--- src/hdl/sssis_cfg.svh ---
/*
 * Constants of the sleep/standby sequencer: register offsets, field
 * positions, reset values and timing counts.
 * Assumes a 200 MHz core clock and a 32-bit classic Wishbone slave.
 */
`ifndef SSSIS_CFG_SVH
`define SSSIS_CFG_SVH
`define SSSIS_ADDR_CTRL 8'h00
`define SSSIS_ADDR_STATUS 8'h04
`define SSSIS_ADDR_IRQ_STAT 8'h08
`define SSSIS_ADDR_IRQ_CLR 8'h0C
`define SSSIS_ADDR_IRQ_EN 8'h10
`define SSSIS_CTRL_RESET 8'h00
`define SSSIS_IRQ_BITS 4
`define SSSIS_IRQ_WAKE 0
`define SSSIS_IRQ_SLEEP 1
`define SSSIS_IRQ_MODE 2
`define SSSIS_IRQ_FAULT 3
`define SSSIS_CLK_HZ 200000000
`define SSSIS_SLEEP_MS 250
`define SSSIS_SLEEP_CYC ((`SSSIS_CLK_HZ / 1000) * `SSSIS_SLEEP_MS)
`endif

--- src/hdl/sssis_pkg.sv ---
/*
 * Types of the sleep/standby sequencer.
 * Assumes the constants header is compiled alongside.
 */
package sssis_pkg;
    typedef enum logic [1:0] {
        SSSIS_M_SLEEP,
        SSSIS_M_HIGH_SPEED,
        SSSIS_M_HV_WAKEUP,
        SSSIS_M_NORMAL
    } sssis_mode_t;
    typedef enum logic [1:0] {
        SSSIS_S_SLEEP,
        SSSIS_S_STANDBY,
        SSSIS_S_ACTIVE,
        SSSIS_S_GOSLEEP
    } sssis_state_t;
    typedef struct packed {
        logic over_temp;
        logic ground_loss;
        logic under_voltage;
    } sssis_fault_t;
    typedef struct packed {
        logic regulator_enable_out;
        logic wave_shaping_en;
        logic bus_driver_en;
        logic load_switch_closed;
        logic rx_wake_low;
    } sssis_drive_t;
endpackage

--- src/hdl/sssis_top.sv ---
/*
 * Sleep, standby and wake sequencer of a single-wire bus transceiver,
 * with a Wishbone register file and one level interrupt.
 * Assumes mode pins and fault flags arrive asynchronously, and that the
 * wake-up detector already applied its filter delay.
 */
`include "sssis_cfg.svh"
module sssis_top #(
    parameter int unsigned SLEEP_CYCLES = `SSSIS_SLEEP_CYC
) (
    // Clock and reset
    input wire logic clk_i,
    input wire logic rst_i,
    // Wishbone slave
    input wire logic wb_cyc_i,
    input wire logic wb_stb_i,
    input wire logic wb_we_i,
    input wire logic [7:0] wb_adr_i,
    input wire logic [3:0] wb_sel_i,
    input wire logic [31:0] wb_dat_i,
    output logic [31:0] wb_dat_o,
    output logic wb_ack_o,
    // Pins and analog detectors
    input wire logic mode_select_lo_i,
    input wire logic mode_select_hi_i,
    input wire logic high_voltage_wakeup_i,
    input wire logic tx_data_low_i,
    input wire sssis_pkg::sssis_fault_t fault_i,
    // Outputs
    output sssis_pkg::sssis_drive_t drive_o,
    output logic bus_dominant_o,
    output logic irq_o
);
    import sssis_pkg::*;

    localparam logic [31:0] SLEEP_TERM = 32'(SLEEP_CYCLES - 1);

    typedef struct packed {
        logic [1:0] mode_s1;
        logic [1:0] mode_s2;
        logic wake_s1;
        logic wake_s2;
        logic [2:0] fault_s1;
        logic [2:0] fault_s2;
        logic tx_s1;
        logic tx_s2;
        sssis_state_t state;
        logic [31:0] timer;
        logic [1:0] mode_prev;
        logic rx_wake;
        logic over_temp_latch;
        logic ground_loss_latch;
        logic [`SSSIS_IRQ_BITS-1:0] irq_stat;
        logic [`SSSIS_IRQ_BITS-1:0] irq_en;
        logic [7:0] ctrl;
        logic ack;
        logic [31:0] rdata;
    } sssis_regs_t;

    sssis_regs_t r_q;
    sssis_regs_t r_d;

    function automatic logic mode_is_sleep(input logic [1:0] m);
        return m == SSSIS_M_SLEEP;
    endfunction

    function automatic sssis_mode_t decode_mode(input logic [1:0] pins);
        return sssis_mode_t'({pins[1], pins[0]} == 2'h1 ? SSSIS_M_HIGH_SPEED :
                             {pins[1], pins[0]} == 2'h2 ? SSSIS_M_HV_WAKEUP :
                             {pins[1], pins[0]} == 2'h3 ? SSSIS_M_NORMAL : SSSIS_M_SLEEP);
    endfunction

    sssis_mode_t mode;
    logic bus_req;
    logic bus_wr;
    logic bus_rd;
    logic [`SSSIS_IRQ_BITS-1:0] irq_set;
    logic mode_changed;
    logic timer_done;

    always_comb begin
        mode = decode_mode(r_q.mode_s2);
        bus_req = wb_cyc_i && wb_stb_i && !r_q.ack;
        bus_wr = bus_req && wb_we_i && wb_sel_i[0];
        bus_rd = bus_req && !wb_we_i;
        mode_changed = r_q.mode_s2 != r_q.mode_prev;
        timer_done = r_q.timer >= SLEEP_TERM;
    end

    always_comb begin
        r_d = r_q;
        irq_set = '0;
        // Mode pins and faults cross into the clock domain first.
        r_d.mode_s1 = {mode_select_hi_i, mode_select_lo_i};
        r_d.mode_s2 = r_q.mode_s1;
        r_d.wake_s1 = high_voltage_wakeup_i;
        r_d.wake_s2 = r_q.wake_s1;
        r_d.fault_s1 = fault_i;
        r_d.fault_s2 = r_q.fault_s1;
        r_d.tx_s1 = tx_data_low_i;
        r_d.tx_s2 = r_q.tx_s1;
        r_d.mode_prev = r_q.mode_s2;
        r_d.timer = r_q.timer + 32'h1;

        unique case (r_q.state)
            SSSIS_S_SLEEP: begin
                r_d.timer = '0;
                if (r_q.wake_s2) begin
                    // A wake-up restarts the power-on standby sequence.
                    r_d.state = SSSIS_S_STANDBY;
                    r_d.rx_wake = 1'b1;
                    irq_set[`SSSIS_IRQ_WAKE] = 1'b1;
                end else if (!mode_is_sleep(r_q.mode_s2)) begin
                    r_d.state = SSSIS_S_ACTIVE;
                    irq_set[`SSSIS_IRQ_MODE] = 1'b1;
                end
            end
            SSSIS_S_STANDBY: begin
                if (mode_changed && !mode_is_sleep(r_q.mode_s2)) begin
                    r_d.state = SSSIS_S_ACTIVE;
                    r_d.rx_wake = 1'b0;
                    irq_set[`SSSIS_IRQ_MODE] = 1'b1;
                end else if (mode_changed) begin
                    r_d.state = SSSIS_S_GOSLEEP;
                    r_d.timer = '0;
                end else if (timer_done) begin
                    r_d.state = SSSIS_S_SLEEP;
                    r_d.rx_wake = 1'b0;
                    irq_set[`SSSIS_IRQ_SLEEP] = 1'b1;
                end
            end
            SSSIS_S_ACTIVE: begin
                // The timer is held at zero while any active mode persists.
                r_d.timer = '0;
                if (mode_is_sleep(r_q.mode_s2)) begin
                    r_d.state = SSSIS_S_GOSLEEP;
                end
            end
            SSSIS_S_GOSLEEP: begin
                if (r_q.wake_s2) begin
                    r_d.state = SSSIS_S_STANDBY;
                    r_d.timer = '0;
                    irq_set[`SSSIS_IRQ_WAKE] = 1'b1;
                end else if (!mode_is_sleep(r_q.mode_s2)) begin
                    r_d.state = SSSIS_S_ACTIVE;
                    irq_set[`SSSIS_IRQ_MODE] = 1'b1;
                end else if (timer_done) begin
                    r_d.state = SSSIS_S_SLEEP;
                    irq_set[`SSSIS_IRQ_SLEEP] = 1'b1;
                end
            end
        endcase

        // Over-temperature latches until reset or a control bit 0 clear, ground loss until reset; undervoltage does not latch or clear them.
        if (r_q.fault_s2[2]) begin
            r_d.over_temp_latch = 1'b1;
        end
        if (r_q.fault_s2[1]) begin
            r_d.ground_loss_latch = 1'b1;
        end
        if (r_q.fault_s2[2] && !r_q.over_temp_latch) begin
            irq_set[`SSSIS_IRQ_FAULT] = 1'b1;
        end
        if (r_q.fault_s2[1] && !r_q.ground_loss_latch) begin
            irq_set[`SSSIS_IRQ_FAULT] = 1'b1;
        end

        // Register access; a set in the clearing cycle wins.
        r_d.ack = bus_req;
        r_d.rdata = '0;
        if (bus_wr && wb_adr_i == `SSSIS_ADDR_CTRL) begin
            r_d.ctrl = wb_dat_i[7:0];
        end
        if (bus_wr && wb_adr_i == `SSSIS_ADDR_IRQ_EN) begin
            r_d.irq_en = wb_dat_i[`SSSIS_IRQ_BITS-1:0];
        end
        if (bus_wr && wb_adr_i == `SSSIS_ADDR_IRQ_CLR) begin
            r_d.irq_stat = r_q.irq_stat & ~wb_dat_i[`SSSIS_IRQ_BITS-1:0];
        end
        r_d.irq_stat = r_d.irq_stat | irq_set;
        // Control bit 0 lets software clear latched over-temperature.
        if (r_q.ctrl[0] && !r_q.fault_s2[2]) begin
            r_d.over_temp_latch = 1'b0;
            r_d.ctrl[0] = 1'b0;
        end
        if (bus_rd) begin
            unique case (wb_adr_i)
                `SSSIS_ADDR_CTRL: r_d.rdata = {24'h0, r_q.ctrl};
                `SSSIS_ADDR_STATUS: r_d.rdata = {22'h0, r_q.over_temp_latch, r_q.ground_loss_latch,
                                                 r_q.fault_s2[0], r_q.rx_wake, 2'(mode), 2'(r_q.state),
                                                 r_q.mode_s2};
                `SSSIS_ADDR_IRQ_STAT: r_d.rdata = {28'h0, r_q.irq_stat};
                `SSSIS_ADDR_IRQ_EN: r_d.rdata = {28'h0, r_q.irq_en};
                default: r_d.rdata = '0;
            endcase
        end
    end

    always_ff @(posedge clk_i) begin
        if (rst_i) begin
            r_q <= '0;
            r_q.state <= SSSIS_S_STANDBY;
            r_q.timer <= '0;
            r_q.ctrl <= `SSSIS_CTRL_RESET;
        end else begin
            r_q <= r_d;
        end
    end

    always_comb begin
        drive_o.regulator_enable_out = r_q.state != SSSIS_S_SLEEP;
        drive_o.wave_shaping_en = mode != SSSIS_M_HIGH_SPEED;
        // Under undervoltage the transmitter stops even during ground loss.
        drive_o.bus_driver_en = !r_q.over_temp_latch && !r_q.fault_s2[0]
                                && r_q.state != SSSIS_S_SLEEP;
        drive_o.load_switch_closed = !r_q.ground_loss_latch;
        drive_o.rx_wake_low = r_q.rx_wake;
        bus_dominant_o = drive_o.bus_driver_en && r_q.tx_s2
                         && !mode_is_sleep(r_q.mode_s2);
        wb_ack_o = r_q.ack;
        wb_dat_o = r_q.rdata;
        irq_o = |(r_q.irq_stat & r_q.irq_en);
    end
endmodule

--- config.mk ---
export PLATFORM = sky130hd
export DESIGN_NAME = sssis_top
export DESIGN_NICKNAME = d
export VERILOG_FILES = /design/src/hdl/sssis_pkg.sv /design/src/hdl/sssis_top.sv
export VERILOG_INCLUDE_DIRS = /design/src /design/src/hdl
export SDC_FILE = /design/constraint.sdc
export NUM_CORES = 1
export LEC_CHECK = 0
export BUFFER_PORTS_ARGS = -buffer_cell sky130_fd_sc_hd__clkbuf_2
export CAP_MARGIN = 10
export CORE_ASPECT_RATIO = 2
export CORE_MARGIN = 5
export CORE_UTILIZATION = 47
export CTS_CLUSTER_DIAMETER = 40
export DETAILED_ROUTE_END_ITERATION = 16
export GPL_TIMING_DRIVEN = 0
export PLACE_DENSITY = 0.72
export SKIP_CTS_REPAIR_TIMING = 1
export SLEW_MARGIN = 0
export SYNTH_ARGS = -nofsm -noshare
export SYNTH_HDL_FRONTEND = slang
export SYNTH_SLANG_ARGS = --single-unit
--- constraint.sdc ---
create_clock -name clk_i -period 2.4 [get_ports clk_i]
set_input_delay 0.48 -clock clk_i [delete_from_list [all_inputs] [get_ports clk_i]]
set_output_delay 0.48 -clock clk_i [all_outputs]
set_load 0.005 [all_outputs]
==> impl_results.md, run 1 <==
- Library cells used by synthesis: 48
- IO buf count: 44
- Outcome: completed
- Max-slew violations: 0
- GPL Wtd Cong: between 0.8 and 0.9
- FF-to-FF Start: r_d[52]
- Slowest stage cell on the critical path: dfxtp_2
- Dpl hpwl: between 6 and 7 mm
- DR vias: between 3000 and 4000
- Hold Path Sink: r_d[98]
- CTS root buf: clkbuf_16
- P_leak: between 1.5 and 2 nW
- Diodes inserted: 0
- Worst r2r path cells: 7
- Crit Path Max Fanout: 10
- Fin crit share: 94.1%
- Setup ws final: around 140 ps
- Worst-skew pair later-pin latency: ~340 ps
- H-tree depth: 3
- CP Buf/Inv Count: 3
- Height of the die: around 140 um
- Vias in the first global route: 3012
- DP Area: between 4000 and 5000 sq um
- Clk buf depth: 2
- Max-slew headroom: roughly two thirds
- # rows: 46
- WL final: roughly 8.5 mm
- Max incr delay on CP: a little under 400 ps
- Crit Path Class: reg2out
- CP endpoint kind: output pin
- DRT Pass-1 Iters: 4
- Worst-Margin Slew: approximately 530 ps
- Hold path cells: 2
- Final Hold Vio Count: 0
- DP Worst Slack: 256 ps
- Final Total Pwr: about 3.5 mW
- Number of CTS-inserted buffers: 9
- First-pass GRT wire length: 13.7 mm
- Drt first-iter violations: roughly 120
- Crit-path leading delay family: simple AND/OR/NAND/NOR gates
- WL/cell: ~14 um
- RSZ-0062 raised after global routing: false
- YS warnings: 0
- Final Setup Violations: 0
- Design area: 4530 sq um
- Share of flip-flops with an asynchronous set or reset: 0%
- Min-delay worst type: in2reg
- FILL cells: 711
- Min-delay src: mode_select_lo_i
- Fmax: about 0.44 GHz
- Share of layout cells above drive strength 1: a little over a fifth
- WHS: 356 ps
- Seq/Total Area, Yosys: around 43%
- DR vias/cell: between 4 and 5
- Post-layout util: between 50% and 60%
- Peak supply drop: ~0.44 mV
- Reg2reg setup slack: roughly 370 ps
- Number of cells on the critical path: 6
- Antenna viol nets, final: 0
- CTS tree: built
- Worst EP arrival: about 1800 ps
- R2R Path End: r_q[75]
- Crit. Startpoint: r_q[86]
- Max-cap violations: 0
- Largest net degree at the start of global routing: 14
- Cell area power density: between 700 and 800 nW/um^2
- Most used DFF post-synth: dfxtp_1
- Layout net count: about 570
- Synthesized area: 3760 sq um
- Core ar.: roughly 7900 sq um
- Synth top area cells: dfxtp_1 43%, nor2_1 7.5%, buf_4 6.6%
- Post-Syn Instances: roughly 440
- Period minus WS final: 2260 ps
- Top-Level Pins: between 90 and 100
- Post-synth top area cell: dfxtp_1
- Startpoint types: flop
- DIE WIDTH: around 73 um
- Critical Path RT: 1920 ps
- EDFF count, synth: 0
- Initial Util: roughly 48%
- Initial antenna violation count: 0
- Clock transition at path regs: 60 ps
- Total gr overflow: 0
- Synthesized area per cell: between 8 and 9 sq um
- Area Overhead vs Synth: 20.6%
- # DRC: 0
- Seq cells post-synth: 80
- CP cell instances: inv_1 > ha_1 > clkbuf_1 > nor3_2 > and3b_1 > clkbuf_2
- GRT Util Overall: between 10% and 20%
- Share of the synthesized area in the top cell type: between 40% and 50%
- Full die area: around 10000 sq um
- CTS sink count: 80
- Clock Skew: around 10 ps
final cells by class:
type / count / area [sq um] / area share (%)
plain buffers: 50 / 319 / 7.04
well taps: 96 / 120 / 2.65
clock buffers: 11 / 243 / 5.35
repair buffers: 44 / 220 / 4.86
multi-input cells: 309 / 1850 / 40.9
inverters: 19 / 71.3 / 1.57
flip-flops and latches: 80 / 1600 / 35.4
clock inverters: 5 / 104 / 2.29
stage by stage:
stage / setup TNS (ps) / instances
after floorplan: 0 / 458
after global placement: 0 / 598
after detailed placement: 0 / 598
after CTS: -42.1 / 614
after global routing: 0 / 614
final: 0 / 614
placed cells by master, fill, tap and decap left out, types with 3 or more instances in the layout:
master and count:
dfxtp_1 78, nor2_1 75, clkbuf_2 44, buf_4 33
conb_1 22, inv_1 19, nor2b_1 19, mux2i_1 19
nand2_1 17, xnor2_1 16, o21ai_0 15, xor2_1 15
nand4_1 15, a21oi_1 13, clkbuf_1 11, nor3_1 11
nand3_1 9, clkbuf_16 9, and3_1 8, a22oi_1 7
buf_2 6, nor4_1 6, nand2b_1 5, ha_1 5
o211ai_1 3, bufinv_16 3
routing by layer:
metal / global-route usage (%) / vias to the layer above / part of all wire (%)
li1: - / 1567 / -
met1: 15.4 / 1402 / 33
met2: 35.4 / 71 / 58
met3: 4.63 / 21 / 4.7
met5: 0 / - / 0
met4: 9.65 / 0 / 3.8
logic make-up (layout without fill, tap and decap cells):
family                     count (synthesis)  after routing  synth area share [%]
xor gates and xnor gates                  31             31                  7.22
DFF                                       80             80                  42.6
buffers and inverters                     69            129                  10.4
adders and majority gates                  5              5                  1.66
other                                      1             22                0.0997
and+or+nand+nor                          183            183                  25.1
muxes                                     19             19                  5.06
AOI/OAI and AO/OA                         49             49                  7.92
worst max path at each step:
stage	endpoint	slack (ps)
final	bus_dominant_o	140
after CTS	bus_dominant_o	-40
after floorplan	r_q[41]	540
after global routing	bus_dominant_o	80
after detailed placement	r_q[41]	260
after global placement	r_q[42]	280
where the power goes:
group | leakage, nW | switching, mW | internal [mW] | total [mW]
logic | 1.15 | 0.295 | 0.189 | 0.484
registers | 0.649 | 0.0517 | 1.38 | 1.43
clock network | 0.170 | 0.520 | 1.04 | 1.56
total | 1.97 | 0.866 | 2.62 | 3.48
state kept, by name, summed over array words and instances, names as in the netlist:
| register | flops |
|---|---|
| drive_o | 1 |
| r_q | 59 |
| r_d | 9 |
| wb_dat_o | 10 |
| wb_ack_o | 1 |
worst register-to-register path, stage by stage (launching register included):
cell and delay, ps:
dfxtp_1 410, nor2_1 450, o21ai_0 260, a21oi_1 180, or3_1 110, clkbuf_1 170, buf_2 260, nor2_1 70
cells in the mapped netlist, types with 2 or more instances:
cell type,instances
xnor2_1,16
nand4_1,15
or3_1,2
o21ai_0,15
a31oi_1,2
nor2_1,75
nand2_1,17
dfxtp_1,80
nand3_1,9
inv_1,19
clkbuf_1,10
nand2b_1,5
and3_1,8
buf_4,33
a21oi_1,13
or4_1,2
ha_1,5
xor2_1,15
mux2i_1,19
a22oi_1,7
o211ai_1,3
nor4_1,6
nor2b_1,19
buf_2,6
and2_1,2
nor3_1,12
No activity file was read; power rests on OpenSTA's default activity.
==> inputs of run 2 (changes only) <==
==> constraint.sdc (replaced) <==
create_clock -name clk_i -period 2.7 [get_ports clk_i]
set_input_delay 0.54 -clock clk_i [delete_from_list [all_inputs] [get_ports clk_i]]
set_output_delay 0.54 -clock clk_i [all_outputs]
set_load 0.1 [all_outputs]
==> run 2 against run 1 <==
Compared with the run above: core utilization down 0.52 points; critical path type unchanged; total power shrank 10%; non-clock buffer count unchanged; wire length fell by 1.4%; clock skew fell by 2.9 ps; sequential power down 11%; flip-flop and latch count is the same; die area did not move; clock power shrank 24%.
==> impl_results.md, run 2 (same netlist as run 1, synthesis figures left out) <==
- Highest-count cells in the layout ignoring fill and taps: 80 x dfxtp_1, 75 x nor2_1, 44 x clkbuf_2
- CTS sink count: 80
- Dpl hpwl: ~6.6 mm
- CTS tree: built
- Largest net degree at the start of global routing: 18
- DIE WIDTH: 73.3 um
- CTS root buf: clkbuf_16
- RSZ-0062 raised after global routing: false
- H-tree depth: 3
- WL final: roughly 8.3 mm
- Layout net count: approximately 570
- Reg2reg setup slack: around 660 ps
- Full die area: about 10000 sq um
- Largest register FFs: 59
- Clock Skew: between 7 and 8 ps
- IO buf count: 44
- # rows: 46
- Top reg by flops: r_q
- Core ar.: around 7900 sq um
- Worst-skew pair later-pin latency: 340 ps
- GRT Util Overall: between 15 and 20%
- Cell area power density: a little under 700 nW/um^2
- Max-slew headroom: 62.4%
- Design area: 4490 sq um
- Crit Path Class: reg2out
- WL/cell: roughly 14 um
- CP endpoint kind: output pin
- Area Overhead vs Synth: 19.5%
- # DRC: 0
- GPL Wtd Cong: slightly below 0.8
- Top-Level Pins: 96
- Hold path cells: 2
- Fin crit share: 94.2%
- DR vias/cell: 5.04
- DP Area: ~4200 sq um
- Fmax: 0.393 GHz
- Period minus WS final: roughly 2500 ps
- Clk buf depth: 2
- Final Total Pwr: around 3.1 mW
- Drt first-iter violations: 107
- Clock transition at path regs: 70 ps
- Post-layout util: 57.0%
- Initial antenna violation count: 0
- Share of layout cells above drive strength 1: a little over a fifth
- Crit Path Max Fanout: 10
- Vias in the first global route: ~3200
- Peak supply drop: between 0.7 and 0.8 mV
- First-pass GRT wire length: between 10 and 15 mm
- Worst-Margin Slew: 564 ps
- DRT Pass-1 Iters: 4
- Number of CTS-inserted buffers: 9
- Final Setup Violations: 0
- Initial Util: 47.7%
- Commonest non-fill, non-tap cell in the layout: dfxtp_1
- Worst r2r path cells: 7
- P_leak: about 2 nW
- Min-delay worst type: in2reg
- Antenna viol nets, final: 0
- Final Hold Vio Count: 0
- Max-slew violations: 0
- DR vias: roughly 3100
- Setup tns final: 0 ps
- Total gr overflow: 0
- Critical Path RT: around 2200 ps
- Max-cap violations: 0
- Diodes inserted: 0
- Startpoint types: flop
- Height of the die: 137 um
- Outcome: completed
- Worst EP arrival: 2000 ps
run 2: changes by cell type in the layout (fill, tap and decap cells not counted), sizes merged:
| cell | delta |
|---|---|
| clkbuf | -2 |
| bufinv | -3 |
| clkinv | -2 |
| inv | +7 |
run 2: per-layer routing:
layer  routed length (um)  GRT usage (%)  up-vias
li1                     -              -     1567
met1                 2710           14.8     1440
met2                 4910           35.9       67
met3                  391           3.90       22
met4                  333           10.7        0
met5                    0              0        -
run 2: area by class of cell:
cell class / instances / area [sq um]
tap: 96 / 120
sequential: 80 / 1600
multi-input combinational: 309 / 1860
buffer: 50 / 320
clock inverter: 7 / 68.8
clock buffer: 9 / 225
fill: 774 / 3390
inverter: 19 / 71.3
timing repair buffer: 44 / 223
run 2: path summary, 6_finish.rpt:
kind                    start        endpoint
max                   r_q[86]  bus_dominant_o
min          mode_select_lo_i         r_d[98]
max reg2reg           r_d[52]         r_q[68]
min reg2reg           r_d[99]         r_d[53]
run 2: power by group:
part           total (mW)  leakage (nW)  internal (mW)  switching (mW)
Combinational       0.663          1.15          0.173           0.491
Sequential           1.27         0.649           1.22          0.0450
Clock                1.19         0.147          0.655           0.537
run 2: worst max-delay path, stage by stage, from the launching register on:
cell and delay, ps:
dfxtp_1 450, inv_1 100, ha_1 200, clkbuf_2 190
nor3_4 180, and3b_4 210, clkbuf_4 320
run 2: through the flow:
step | worst slack, ps | hold slack, ps | instances
2_1_floorplan | 30.9 | 413 | 458
6_report | 157 | 402 | 614
5_1_grt | 62.1 | 417 | 614
3_3_place_gp | 446 | 419 | 598
4_1_cts | 9.96 | 393 | 614
3_5_place_dp | 400 | 424 | 598
==> inputs of run 3 (changes only) <==
--- a/config.mk
+++ b/config.mk
@@ -8,13 +8,15 @@
 export LEC_CHECK = 0
 export BUFFER_PORTS_ARGS = -buffer_cell sky130_fd_sc_hd__clkbuf_2
 export CAP_MARGIN = 10
+export CELL_PAD_IN_SITES_DETAIL_PLACEMENT = 2
+export CELL_PAD_IN_SITES_GLOBAL_PLACEMENT = 2
 export CORE_ASPECT_RATIO = 2
 export CORE_MARGIN = 5
-export CORE_UTILIZATION = 47
+export CORE_UTILIZATION = 33
 export CTS_CLUSTER_DIAMETER = 40
 export DETAILED_ROUTE_END_ITERATION = 16
 export GPL_TIMING_DRIVEN = 0
-export PLACE_DENSITY = 0.72
+export PLACE_DENSITY_LB_ADDON = 0.1
 export SKIP_CTS_REPAIR_TIMING = 1
 export SLEW_MARGIN = 0
 export SYNTH_ARGS = -nofsm -noshare
==> run 3 against run 2 <==
Compared with the run above: flip-flop and latch count did not move; hold slack improved by 11 ps; total power barely moved; first-iteration DRC count fell by 56%; sequential share of layout area fell by 0.35 points; clock power barely moved; final area rose by 1.0%; worst setup slack got worse by 39 ps; die area rose by 38%; final cell count rose by 7.5%.
==> impl_results.md, run 3 (same netlist as run 1, synthesis figures left out) <==
- Outcome: completed
- CTS root buf: clkbuf_16
- Crit Path Max Fanout: 10
- Max incr delay on CP: roughly 470 ps
- Area Overhead vs Synth: 20.7%
- Fin crit share: 95.6%
- # rows: 55
- Worst-Margin Slew: between 600 and 700 ps
- Drt first-iter violations: 47
- Dpl hpwl: around 8.6 mm
- Share of layout cells above drive strength 1: a little over a fifth
- Design area: between 4000 and 5000 sq um
- Initial Util: between 30% and 40%
- Crit Path Class: reg2out
- CP Buf/Inv Count: 3
- Commonest non-fill, non-tap cell in the layout: dfxtp_1
- IO buf count: 44
- DP Worst Slack: 304 ps
- Max-slew headroom: approximately 58%
- CP cell instances: inv_1 > ha_1 > clkbuf_2 > nor3_4 > and3b_4 > buf_4
- CP endpoint kind: output pin
- Period minus WS final: 2580 ps
- Sequential Area: approximately 1600 sq um
- DR vias: 3235
- Clock Skew: 4.98 ps
- GRT Util Overall: 16.3%
- Startpoint types: flop
- Crit. Startpoint: r_q[86]
- Crit-path leading delay family: buffers and inverters
- Height of the die: between 150 and 200 um
- # DRC: 0
- WL/cell: 16.3 um
- Max-cap violations: 0
- DRT Pass-1 Iters: 4
- DR vias/cell: ~4.9
- Reg2reg setup slack: 530 ps
- Worst-skew pair later-pin latency: 340 ps
- FILL cells: 1297
- WL final: ~11 mm
- Initial antenna violation count: 0
- RSZ-0062 raised after global routing: false
- WHS: 413 ps
- Total gr overflow: 0
- Min-delay src: fault_i[0]
- GPL Wtd Cong: about 0.86
- Setup tns final: 0 ps
- P_leak: a little under 2 nW
- Peak supply drop: between 0.3 and 0.4 mV
- Diodes inserted: 0
- Largest register FFs: 59
- Vias in the first global route: 3636
- Top-Level Pins: 96
- DP Area: roughly 4300 sq um
- Max-slew violations: 0
- Antenna viol nets, final: 0
- H-tree depth: 3
- Clk buf depth: 2
- Highest-count cells in the layout ignoring fill and taps: 80 x dfxtp_1, 75 x nor2_1, 44 x clkbuf_2
- Multi-input combinational cell area: between 1500 and 2000 sq um
- Largest net degree at the start of global routing: 16
- Critical Path RT: around 2200 ps
- Clock transition at path regs: around 60 ps
- Number of CTS-inserted buffers: 9
- Core ar.: 11200 sq um
- Layout net count: ~570
- CTS tree: built
- Top reg by flops: r_q
- FF-to-FF Start: r_d[52]
- First-pass GRT wire length: between 15 and 20 mm
- CTS sink count: 80
- Fmax: slightly below 0.4 GHz
- Final Hold Vio Count: 0
- Setup ws final: 118 ps
- DIE WIDTH: ~85 um
- Worst EP arrival: about 2000 ps
- Cell area power density: 689 nW/um^2
- Min-delay worst type: in2reg
- Final Setup Violations: 0
- Slowest stage cell on the critical path: dfxtp_1
- Full die area: roughly 14000 sq um
[run 3: changes by cell type in the layout (fill, tap and decap cells not counted), sizes merged]
cell and change:
buf +1, clkinv +2, clkinvlp +2, inv -5
[run 3: final timing paths]
kind                                        to  cells past startpoint
worst max-delay path            bus_dominant_o                      6
worst min-delay path                   r_d[90]                      2
worst max register to register         r_q[65]                      7
worst min register to register         r_q[90]                      1
[run 3: per-stage QoR]
stage                     utilization (%)  power [mW]  cells
after floorplan                         -        1.82    458
after global placement               37.9        1.97    644
after detailed placement             37.9        2.00    644
after CTS                            40.4        3.16    660
after global routing                 40.5        3.27    660
final                                40.5        3.13    660
[run 3: per-layer routing]
metal | global-route usage (%) | wire, um | vias up
met2 | 34.1 | 6630 | 57
met1 | 13.9 | 3420 | 1592
met5 | 0 | 0 | -
met3 | 2.76 | 348 | 22
met4 | 7.49 | 344 | 0
li1 | - | - | 1564
[run 3: final cells by class]
cell class / count / area share [%]
buffer: 50 / 7.06
clock buffer: 10 / 5.05
clock inverter: 6 / 1.16
inverter: 19 / 1.57
multi-input combinational: 309 / 41.1
sequential: 80 / 35.3
tap: 142 / 3.92
timing repair buffer: 44 / 4.91
[run 3: worst reg2reg max path, cell delays in order, from the launching register on]
cell	delay, ps
dfxtp_1	430
nor2_1	470
o21ai_0	260
a21oi_1	190
or3_1	110
clkbuf_1	200
buf_2	290
nor2_1	90
[run 3: power by group]
| part | leakage [nW] | total [mW] | internal [mW] | switching, mW |
|---|---|---|---|---|
| clock network | 0.131 | 1.16 | 0.636 | 0.522 |
| logic | 1.15 | 0.695 | 0.176 | 0.519 |
| registers | 0.649 | 1.27 | 1.22 | 0.0486 |
| total | 1.93 | 3.13 | 2.04 | 1.09 |
